==> config.mk <==
export PLATFORM = sky130hd
export DESIGN_NAME = crf_core_regs
export DESIGN_NICKNAME = d
export VERILOG_FILES = /design/src/hw/crf_pkg.sv /design/src/hw/crf_stack.sv /design/src/hw/crf_core_regs.sv
export VERILOG_INCLUDE_DIRS = /design/src /design/src/hw
export SDC_FILE = /design/constraint.sdc
export NUM_CORES = 1
export LEC_CHECK = 0
export BUFFER_PORTS_ARGS = -buffer_cell sky130_fd_sc_hd__buf_2
export CAP_MARGIN = 20
export CELL_PAD_IN_SITES_DETAIL_PLACEMENT = 1
export CELL_PAD_IN_SITES_GLOBAL_PLACEMENT = 2
export CORE_UTILIZATION = 40
export CTS_BUF_LIST = sky130_fd_sc_hd__clkbuf_8
export DETAILED_ROUTE_END_ITERATION = 8
export GPL_TIMING_DRIVEN = 0
export HOLD_SLACK_MARGIN = 0.15
export PLACE_DENSITY_LB_ADDON = 0.2
export REMOVE_ABC_BUFFERS = 1
export SKIP_LAST_GASP = 1
export SLEW_MARGIN = 20
export SYNTH_ARGS = -nofsm -noshare
export SYNTH_HDL_FRONTEND = slang
export SYNTH_SLANG_ARGS = --single-unit
export TNS_END_PERCENT = 50
==> constraint.sdc <==
create_clock -name ref_clk -period 6.7 [get_ports ref_clk]
set_input_delay 1.675 -clock ref_clk [delete_from_list [all_inputs] [get_ports ref_clk]]
set_output_delay 1.675 -clock ref_clk [all_outputs]
set_load 0.05 [all_outputs]
==> src/hw/crf_defs.svh <==
// constants for the core register, flag and return stack block
// Overview of operation
// - accumulator also readable/writable at data address ffh
// - pointer registers at 80h and 81h
// - short direct registers at 82h and 83h
// - twelve bit instruction pointer, 4096 byte reach
// - ordinary step leaves pointer plus one
// - relative branch adds signed offset to pointer
// - jump and call load encoded target address
// - returns load pointer from stack top
// - three carry/zero pairs: main, irq, nonmaskable
// - interrupts switch pair, interrupt return restores previous
// - context switch leaves flag values untouched
// - only active context pair visible and writable
// - carry from arithmetic, bit test, rotate left
// - zero set when result equals zero
// - reset starts in nonmaskable context
// - six twelve bit stack levels, no pointer
// - push shifts levels deeper, pointer into first
// - pop moves first level out, shifts rest up
// - beyond six nestings oldest address is lost
// - return on empty stack continues sequentially
`ifndef CRF_DEFS_SVH
`define CRF_DEFS_SVH
`define CRF_ADDR_PTR_ONE 8'h80
`define CRF_ADDR_PTR_TWO 8'h81
`define CRF_ADDR_SHORT_ONE 8'h82
`define CRF_ADDR_SHORT_TWO 8'h83
`define CRF_ADDR_ACC 8'hff
`define CRF_RESET_VECTOR 12'hffe
`define CRF_NMI_VECTOR 12'hffc
`define CRF_REG_RESET 8'h00
`define CRF_STACK_LEVELS 6
`endif

==> src/hw/crf_pkg.sv <==
// types for the core register, flag and return stack block
package crf_pkg;
   // flag context, one code per flag pair
   typedef enum logic [1:0] {
      CRF_CTX_MAIN = 2'b00,
      CRF_CTX_IRQ = 2'b01,
      CRF_CTX_NMI = 2'b10
   } crf_ctx_t;
   // instruction pointer update source from the sequencer
   typedef enum logic [2:0] {
      CRF_PC_HOLD = 3'b000,
      CRF_PC_STEP = 3'b001,
      CRF_PC_REL = 3'b010,
      CRF_PC_JUMP = 3'b011,
      CRF_PC_CALL = 3'b100,
      CRF_PC_RET = 3'b101,
      CRF_PC_IRQ = 3'b110,
      CRF_PC_INTERRUPT_RETURN = 3'b111
   } crf_pc_op_t;
   // flag update kind
   typedef enum logic [2:0] {
      CRF_FL_NONE = 3'b000,
      CRF_FL_ARITH = 3'b001,
      CRF_FL_LOGIC = 3'b010,
      CRF_FL_BTEST = 3'b011,
      CRF_FL_ROTL = 3'b100
   } crf_fl_op_t;
   // sequencer request toward the program counter
   typedef struct packed {
      crf_pc_op_t op;
      logic [11:0] target;
      logic [7:0] offset;
      logic nmi;
   } crf_pc_req_t;
   // sequencer request toward the active flag pair
   typedef struct packed {
      crf_fl_op_t op;
      logic [7:0] result;
      logic carry_out;
      logic tested_bit;
   } crf_fl_req_t;
   // data space access
   typedef struct packed {
      logic wr;
      logic [7:0] addr;
      logic [7:0] wdata;
   } crf_bus_t;
endpackage

==> src/hw/crf_stack.sv <==
// six level hardware return stack with saturating depth
`timescale 1ns/1ps
`include "crf_defs.svh"
module crf_stack import crf_pkg::*; #(
   parameter int LEVELS = `CRF_STACK_LEVELS,
   parameter int AW = 12
) (
   // clock and reset
   input wire logic ref_clk,
   input wire logic reset_n,
   // control
   input wire logic push,
   input wire logic pop,
   input wire logic [AW-1:0] push_data,
   // state
   output logic [AW-1:0] top,
   output logic empty,
   output logic [3:0] depth
);
   initial begin
      // the push check looks at the second level, so at least two are needed
      if (LEVELS < 2 || LEVELS > 15) $error("crf_stack: LEVELS out of range");
   end
   // storage levels, outside data space, no visible pointer
   logic [AW-1:0] lvl_r [LEVELS];
   logic [3:0] depth_r;
   assign top = lvl_r[0];
   assign empty = (depth_r == 4'h0);
   assign depth = depth_r;
   // shift register: push deeper, pop toward top
   always_ff @(posedge ref_clk or negedge reset_n) begin
      if (!reset_n) begin
         for (int i = 0; i < LEVELS; i++) lvl_r[i] <= '0;
      end else if (push) begin
         lvl_r[0] <= push_data;
         for (int i = 1; i < LEVELS; i++) lvl_r[i] <= lvl_r[i-1]; // last level lost
      end else if (pop && !empty) begin
         for (int i = 0; i < LEVELS - 1; i++) lvl_r[i] <= lvl_r[i+1];
      end
   end
   // depth counter saturates at both ends
   always_ff @(posedge ref_clk or negedge reset_n) begin
      if (!reset_n) begin
         depth_r <= 4'h0;
      end else if (push && depth_r != 4'(LEVELS)) begin
         depth_r <= depth_r + 4'h1; // stays deepest when full
      end else if (!push && pop && !empty) begin
         depth_r <= depth_r - 4'h1; // stays at top when empty
      end
   end
   stack_sat_a: assert property (@(posedge ref_clk) disable iff (!reset_n)
      depth_r == 4'(LEVELS) && push |=> depth_r == 4'(LEVELS))
      else $error("stack depth left saturation");
   stack_push_a: assert property (@(posedge ref_clk) disable iff (!reset_n)
      push |=> lvl_r[0] == $past(push_data) && lvl_r[1] == $past(lvl_r[0]))
      else $error("push did not shift levels");
endmodule

==> src/hw/crf_core_regs.sv <==
// core architectural state: data registers, pointer, flag banks, stack
`timescale 1ns/1ps
`include "crf_defs.svh"
module crf_core_regs import crf_pkg::*; #(
   parameter int PC_W = 12,
   parameter logic [PC_W-1:0] NMI_VEC = `CRF_NMI_VECTOR
) (
   // clock and reset
   input wire logic ref_clk,
   input wire logic reset_n,
   // data space bus
   input wire crf_bus_t bus,
   output logic [7:0] rdata,
   output logic hit,
   // accumulator port for the alu
   input wire logic acc_we,
   input wire logic [7:0] acc_wdata,
   output logic [7:0] acc,
   // pointer registers for indirect addressing
   output logic [7:0] index_pointer_one,
   output logic [7:0] index_pointer_two,
   // program counter control
   input wire crf_pc_req_t pc_req,
   input wire logic [PC_W-1:0] irq_vector,
   output logic [PC_W-1:0] instruction_pointer,
   // flag control, active pair only
   input wire crf_fl_req_t fl_req,
   output logic carry,
   output logic zero,
   output crf_ctx_t ctx,
   output logic [3:0] stack_depth
);
   initial begin
      if (PC_W != 12) $error("crf_core_regs: PC_W must be 12");
   end

   // mapped byte registers
   logic [7:0] acc_r, ptr1_r, ptr2_r, sd1_r, sd2_r;
   // program counter
   logic [PC_W-1:0] pc_r, pc_nxt;
   // one flag pair per context
   logic main_carry, main_zero, irq_carry, irq_zero;
   logic nonmaskable_carry, nonmaskable_zero;
   logic carry_nxt, zero_nxt;
   // context stack: current and up to two saved contexts
   crf_ctx_t ctx_r, ctx_sv0_r, ctx_sv1_r;
   // stack side
   logic push, pop, stk_empty;
   logic [PC_W-1:0] stk_top;

   // address decode, continuous
   wire sel_acc = bus.addr == `CRF_ADDR_ACC;
   wire sel_p1 = bus.addr == `CRF_ADDR_PTR_ONE;
   wire sel_p2 = bus.addr == `CRF_ADDR_PTR_TWO;
   wire sel_s1 = bus.addr == `CRF_ADDR_SHORT_ONE;
   wire sel_s2 = bus.addr == `CRF_ADDR_SHORT_TWO;
   assign hit = sel_acc | sel_p1 | sel_p2 | sel_s1 | sel_s2;
   // read mux; unmapped addresses read zero and leave hit low
   assign rdata = sel_acc ? acc_r : sel_p1 ? ptr1_r : sel_p2 ? ptr2_r :
                  sel_s1 ? sd1_r : sel_s2 ? sd2_r : 8'h00;
   assign acc = acc_r;
   assign index_pointer_one = ptr1_r;
   assign index_pointer_two = ptr2_r;
   assign instruction_pointer = pc_r;
   assign ctx = ctx_r;

   // sign extension of the relative offset
   function automatic logic [PC_W-1:0] sext(input logic [7:0] o);
      sext = {{(PC_W-8){o[7]}}, o};
   endfunction

   // accumulator: alu port has priority over a bus write to ffh
   always_ff @(posedge ref_clk or negedge reset_n) begin
      if (!reset_n) acc_r <= `CRF_REG_RESET;
      else if (acc_we) acc_r <= acc_wdata;
      else if (bus.wr && sel_acc) acc_r <= bus.wdata;
   end
   // pointer and short direct registers, plain data space cells
   always_ff @(posedge ref_clk or negedge reset_n) begin
      if (!reset_n) begin
         ptr1_r <= `CRF_REG_RESET;
         ptr2_r <= `CRF_REG_RESET;
         sd1_r <= `CRF_REG_RESET;
         sd2_r <= `CRF_REG_RESET;
      end else if (bus.wr) begin
         if (sel_p1) ptr1_r <= bus.wdata;
         if (sel_p2) ptr2_r <= bus.wdata;
         if (sel_s1) sd1_r <= bus.wdata;
         if (sel_s2) sd2_r <= bus.wdata;
      end
   end

   // stack strobes; the pushed address is the return point
   assign push = pc_req.op == CRF_PC_CALL || pc_req.op == CRF_PC_IRQ;
   assign pop = pc_req.op == CRF_PC_RET || pc_req.op == CRF_PC_INTERRUPT_RETURN;

   // next program counter by source
   always_comb begin
      case (pc_req.op)
         CRF_PC_HOLD: pc_nxt = pc_r;
         CRF_PC_STEP: pc_nxt = pc_r + 12'h001;
         CRF_PC_REL: pc_nxt = pc_r + sext(pc_req.offset);
         CRF_PC_JUMP: pc_nxt = pc_req.target;
         CRF_PC_CALL: pc_nxt = pc_req.target;
         CRF_PC_IRQ: pc_nxt = pc_req.nmi ? NMI_VEC : irq_vector;
         // empty stack: carry on with the next byte
         CRF_PC_RET, CRF_PC_INTERRUPT_RETURN: pc_nxt = stk_empty ? pc_r + 12'h001 : stk_top;
         default: pc_nxt = pc_r;
      endcase
   end
   // reset loads the reset vector as a constant
   always_ff @(posedge ref_clk or negedge reset_n) begin
      if (!reset_n) pc_r <= `CRF_RESET_VECTOR;
      else pc_r <= pc_nxt;
   end

   crf_stack #(.LEVELS(`CRF_STACK_LEVELS), .AW(PC_W)) u_stack (
      .ref_clk(ref_clk),
      .reset_n(reset_n),
      .push(push),
      .pop(pop),
      .push_data(pc_r),
      .top(stk_top),
      .empty(stk_empty),
      .depth(stack_depth)
   );

   // context tracking: interrupt enters, interrupt return restores
   always_ff @(posedge ref_clk or negedge reset_n) begin
      if (!reset_n) begin
         ctx_r <= CRF_CTX_NMI;
         ctx_sv0_r <= CRF_CTX_MAIN;
         ctx_sv1_r <= CRF_CTX_MAIN;
      end else if (pc_req.op == CRF_PC_IRQ) begin
         ctx_r <= pc_req.nmi ? CRF_CTX_NMI : CRF_CTX_IRQ;
         ctx_sv0_r <= ctx_r;
         ctx_sv1_r <= ctx_sv0_r;
      end else if (pc_req.op == CRF_PC_INTERRUPT_RETURN) begin
         ctx_r <= ctx_sv0_r;
         ctx_sv0_r <= ctx_sv1_r;
         ctx_sv1_r <= CRF_CTX_MAIN;
      end
   end

   // active pair visible; others unreachable
   assign carry = ctx_r == CRF_CTX_MAIN ? main_carry :
                  ctx_r == CRF_CTX_IRQ ? irq_carry : nonmaskable_carry;
   assign zero = ctx_r == CRF_CTX_MAIN ? main_zero :
                 ctx_r == CRF_CTX_IRQ ? irq_zero : nonmaskable_zero;

   // flag update of the active pair
   always_comb begin
      carry_nxt = carry;
      zero_nxt = zero;
      case (fl_req.op)
         CRF_FL_ARITH: begin
            carry_nxt = fl_req.carry_out;
            zero_nxt = fl_req.result == 8'h00;
         end
         CRF_FL_LOGIC: zero_nxt = fl_req.result == 8'h00;
         CRF_FL_BTEST: carry_nxt = fl_req.tested_bit;
         CRF_FL_ROTL: begin
            carry_nxt = fl_req.carry_out; // msb out, old carry fed in by alu
            zero_nxt = fl_req.result == 8'h00;
         end
         default: ;
      endcase
   end
   // three banks; switching touches none of them
   always_ff @(posedge ref_clk or negedge reset_n) begin
      if (!reset_n) begin
         main_carry <= 1'b0;
         main_zero <= 1'b0;
         irq_carry <= 1'b0;
         irq_zero <= 1'b0;
         nonmaskable_carry <= 1'b0;
         nonmaskable_zero <= 1'b0;
      end else if (ctx_r == CRF_CTX_MAIN) begin
         main_carry <= carry_nxt;
         main_zero <= zero_nxt;
      end else if (ctx_r == CRF_CTX_IRQ) begin
         irq_carry <= carry_nxt;
         irq_zero <= zero_nxt;
      end else begin
         nonmaskable_carry <= carry_nxt;
         nonmaskable_zero <= zero_nxt;
      end
   end

   // checks
   pc_step_a: assert property (@(posedge ref_clk) disable iff (!reset_n)
      pc_req.op == CRF_PC_STEP |=> pc_r == $past(pc_r) + 12'h001)
      else $error("step did not add one");
   pc_jump_a: assert property (@(posedge ref_clk) disable iff (!reset_n)
      pc_req.op == CRF_PC_JUMP |=> pc_r == $past(pc_req.target))
      else $error("jump target not loaded");
   pc_ret_a: assert property (@(posedge ref_clk) disable iff (!reset_n)
      pc_req.op == CRF_PC_RET && !stk_empty |=> pc_r == $past(stk_top))
      else $error("return not from stack top");
   call_ret_a: assert property (@(posedge ref_clk) disable iff (!reset_n)
      pc_req.op == CRF_PC_CALL ##1 pc_req.op == CRF_PC_RET |=> pc_r == $past(pc_r, 2))
      else $error("call then return lost address");
   ctx_irq_a: assert property (@(posedge ref_clk) disable iff (!reset_n)
      pc_req.op == CRF_PC_IRQ && !pc_req.nmi |=> ctx_r == CRF_CTX_IRQ)
      else $error("irq context not entered");
   ctx_interrupt_return_a: assert property (@(posedge ref_clk) disable iff (!reset_n)
      pc_req.op == CRF_PC_IRQ ##1 pc_req.op == CRF_PC_INTERRUPT_RETURN |=> ctx_r == $past(ctx_r, 2))
      else $error("interrupt_return did not restore context");
   flag_hold_a: assert property (@(posedge ref_clk) disable iff (!reset_n)
      ctx_r != CRF_CTX_MAIN |=> main_carry == $past(main_carry))
      else $error("inactive pair changed");
   zero_set_a: assert property (@(posedge ref_clk) disable iff (!reset_n)
      fl_req.op == CRF_FL_ARITH && pc_req.op == CRF_PC_STEP |=> zero == ($past(fl_req.result) == 8'h00))
      else $error("zero flag wrong");
   acc_map_a: assert property (@(posedge ref_clk) disable iff (!reset_n)
      bus.wr && sel_acc && !acc_we |=> acc_r == $past(bus.wdata))
      else $error("accumulator write at ffh lost");
   ptr_map_a: assert property (@(posedge ref_clk) disable iff (!reset_n)
      bus.wr && sel_p2 ##1 !bus.wr && bus.addr == `CRF_ADDR_PTR_TWO |-> rdata == $past(bus.wdata))
      else $error("pointer two readback wrong");
   cov_call: cover property (@(posedge ref_clk) pc_req.op == CRF_PC_CALL);
   cov_nmi: cover property (@(posedge ref_clk) pc_req.op == CRF_PC_IRQ && pc_req.nmi);
   cov_full: cover property (@(posedge ref_clk) stack_depth == 4'h6 && push);
   cov_empty_ret: cover property (@(posedge ref_clk) stk_empty && pop);
endmodule

==> impl_metrics.json <==
{
  "status": "finished clean",
  "overflow": 0,
  "clk_transition_reported_paths_ns": 0.08,
  "coreArea_sq_mm": 0.0187,
  "worst_pin_slew_ns": 0.761,
  "num_vias": 6343,
  "drt_wl_total_microns": 20800,
  "final_area_sq_mm": 0.00886,
  "ys_seq_area_frac": 0.461,
  "r2r_start": "instruction_pointer[0]",
  "synthCells": 760,
  "leakagePower_nw": 4.22,
  "fin_crit_ns": 4.85,
  "wl_per_cell_microns": 18.6,
  "max_freq_ghz": 0.206,
  "finalHoldViolations": 0,
  "grt_pass1_vias": 6748,
  "power.density_mw_per_mm2": 322,
  "drc_errors": 0,
  "dieArea_sq_mm": 0.0196,
  "place_area_sq_mm": 0.00849,
  "initial_core_util": 0.408,
  "clock_latency_ns": 0.44,
  "place_congestion": 0.785,
  "grt_max_degree": 79,
  "synth_area_sq_mm": 0.00764,
  "cp.required_ns": 5.03,
  "syn_area_per_cell_sq_um": 10.0,
  "synth.distinct_cells": 61,
  "crit_fanout": 13,
  "cts_tree": "done",
  "reg2reg_depth": 8,
  "post_cts_buffers": 0,
  "min_delay_path_depth": 2,
  "critPathSlowestCell": "nor2_2",
  "fp.dieH_microns": 140,
  "numPlacedInstances": 1083,
  "crit_cells": 5,
  "critPathMostFrequentCell": "buf_2",
  "grt_use_met1": 0.280,
  "maxCapViolCount": 0,
  "max_stage_delay_ns": 0.42,
  "antenna_cells": 0,
  "antenna_found_initial": 0,
  "nNetsFinal": 961,
  "fillers": 2146,
  "setup_tns_ns": 0,
  "critPathArrivalTime_ns": 3.17,
  "ys_ff_latch": 140,
  "synth_edf_count": 0,
  "hp-class": "reg2reg",
  "grt_use_met3": 0.0362,
  "crit_chain": "buf_2, nand4_1, nor2_2, a22o_1, buf_2",
  "area_growth_pct": 16.0,
  "final_cell_mix": "151 x nand2_1, 128 x dfrtp_1, 128 x buf_2, 49 x a22oi_1, 49 x mux2_2",
  "cp-start-kind": "primary input",
  "cts_max_path_buffers": 2,
  "rsz0062_at_grt": "false",
  "io_pins": 130,
  "grt_pass1_wl_microns": 34700,
  "hold_start": "irq_carry",
  "dpl.hpwl_microns": 14800,
  "synth-main-ff-cell": "dfrtp_1",
  "cts-root-buf": "clkbuf_8",
  "portBuffers": 129,
  "die_width_microns": 140,
  "rows": 50,
  "firstDrtPassIters": 5,
  "hold_buffers": 0,
  "fin_crit_sh": 0.724,
  "worst-path-buf-inv": 2,
  "grt.busiest_layer": "met2",
  "ant_nets": 0,
  "drive_gt1_frac": 0.287,
  "cp-startpoint": "bus[8]",
  "grt.total_usage": 0.222,
  "setup_viol": 0,
  "fin_skew_ns": 0.00892,
  "stdcell_count": 1115,
  "use_met2": 0.392,
  "layout_commonest_cell": "nand2_1",
  "relSlewSlack": 0.493,
  "drt_iter0_markers": 316,
  "critPathKind": "in2out",
  "vias_per_cell": 5.69,
  "ys_warn_count": 0,
  "slew_violations": 0,
  "synthArstFlopShare": 1.00,
  "numCtsBuffers": 17,
  "cts_resized": 0,
  "cts.sinks": 140,
  "htreeDepth": 4,
  "irDropWorstVdd_mv": 0.196,
  "cp-end-kind": "output port",
  "cp_top_family": "simple AND/OR/NAND/NOR gates"
}
[cell type report]
| cell class | instances | area, sq um | share of cell area |
|---|---|---|---|
| Timing Repair Buffer | 135 | 798 | 0.0901 |
| Clock buffer | 18 | 248 | 0.0280 |
| Inverter | 11 | 41.3 | 0.00466 |
| Multi-Input combinational cell | 563 | 3840 | 0.433 |
| Clock inverter | 14 | 120 | 0.0136 |
| Tap cell | 234 | 293 | 0.0331 |
| Sequential cell | 140 | 3520 | 0.397 |
[cells in the mapped netlist, drive strengths merged (5+ instances only)]
cell type | instances | share of area
a21o | 10 | 0.0098
xor2 | 10 | 0.011
mux2 | 49 | 0.072
clkbuf | 13 | 0.0066
o221ai | 5 | 0.0057
o21ai | 47 | 0.031
mux4 | 8 | 0.024
o21a | 8 | 0.0079
a22oi | 49 | 0.048
inv | 11 | 0.0054
nand2 | 152 | 0.076
nor3 | 10 | 0.0080
a22o | 6 | 0.0069
mux2i | 26 | 0.034
o211ai | 11 | 0.011
buf | 33 | 0.027
nor2 | 33 | 0.017
dfrtp | 128 | 0.42
ha | 14 | 0.023
a31oi | 6 | 0.0049
nand4 | 7 | 0.0057
a21oi | 45 | 0.029
dfstp | 12 | 0.041
a211oi | 6 | 0.0059
nand3 | 9 | 0.0059
nand2b | 6 | 0.0049
[cells by family (layout without fill, tap and decap cells)]
family,Yosys count,after routing,share of synthesized area
simple gates,238,238,0.143
compound gates,212,212,0.184
flops,140,140,0.461
mux,83,83,0.130
buf+inv,57,178,0.0390
fa+ha+maj,16,16,0.0282
xor+xnor,14,14,0.0161
[path summary, 6_finish.rpt]
| path | endpoint | slack (ns) |
|---|---|---|
| hold reg to reg | irq_carry | 0.49 |
| hold / removal | irq_carry | 0.49 |
| max in group asynchronous | u_stack.lvl_r[54] | 4.73 |
| setup / recovery | rdata[5] | 1.85 |
| setup reg to reg | instruction_pointer[10] | 4.13 |
| min in group asynchronous | nonmaskable_zero | 1.17 |
[report_power, final]
part	internal, mW	switching [mW]	leakage (nW)
logic	0.334	0.525	2.22
registers	1.10	0.248	1.81
clock network	0.303	0.342	0.187
[through the flow]
stage	hold WS, ns	util	worst slack (ns)	power, mW
after floorplan	0.450	-	0.153	1.91
after global placement	0.463	0.445	-3.62	2.15
after detailed placement	0.476	0.454	1.82	2.23
after CTS	0.496	0.474	1.82	2.89
after global routing	0.525	0.474	1.68	3.04
final	0.489	0.474	1.85	2.85
[layer usage]
metal,vias up,wire length [microns]
met5,-,0
met4,0,191
met3,15,560
met2,104,10800
met1,3240,9170
li1,2984,-
[worst min-delay path, stage by stage (launching register included)]
cell and delay (ns):
dfrtp_1 0.35, nand2_1 0.05, o21ai_0 0.06
[flip-flops by register name, summed over array words and instances, names as in the netlist, 4 cells and up]
name and flops:
acc 8, index_pointer_one 8, index_pointer_two 8, instruction_pointer 12, sd1_r 8, sd2_r 8, u_stack.depth 4, u_stack.lvl_r 60
u_stack.top 12
No activity file was read; power rests on OpenSTA's default activity.
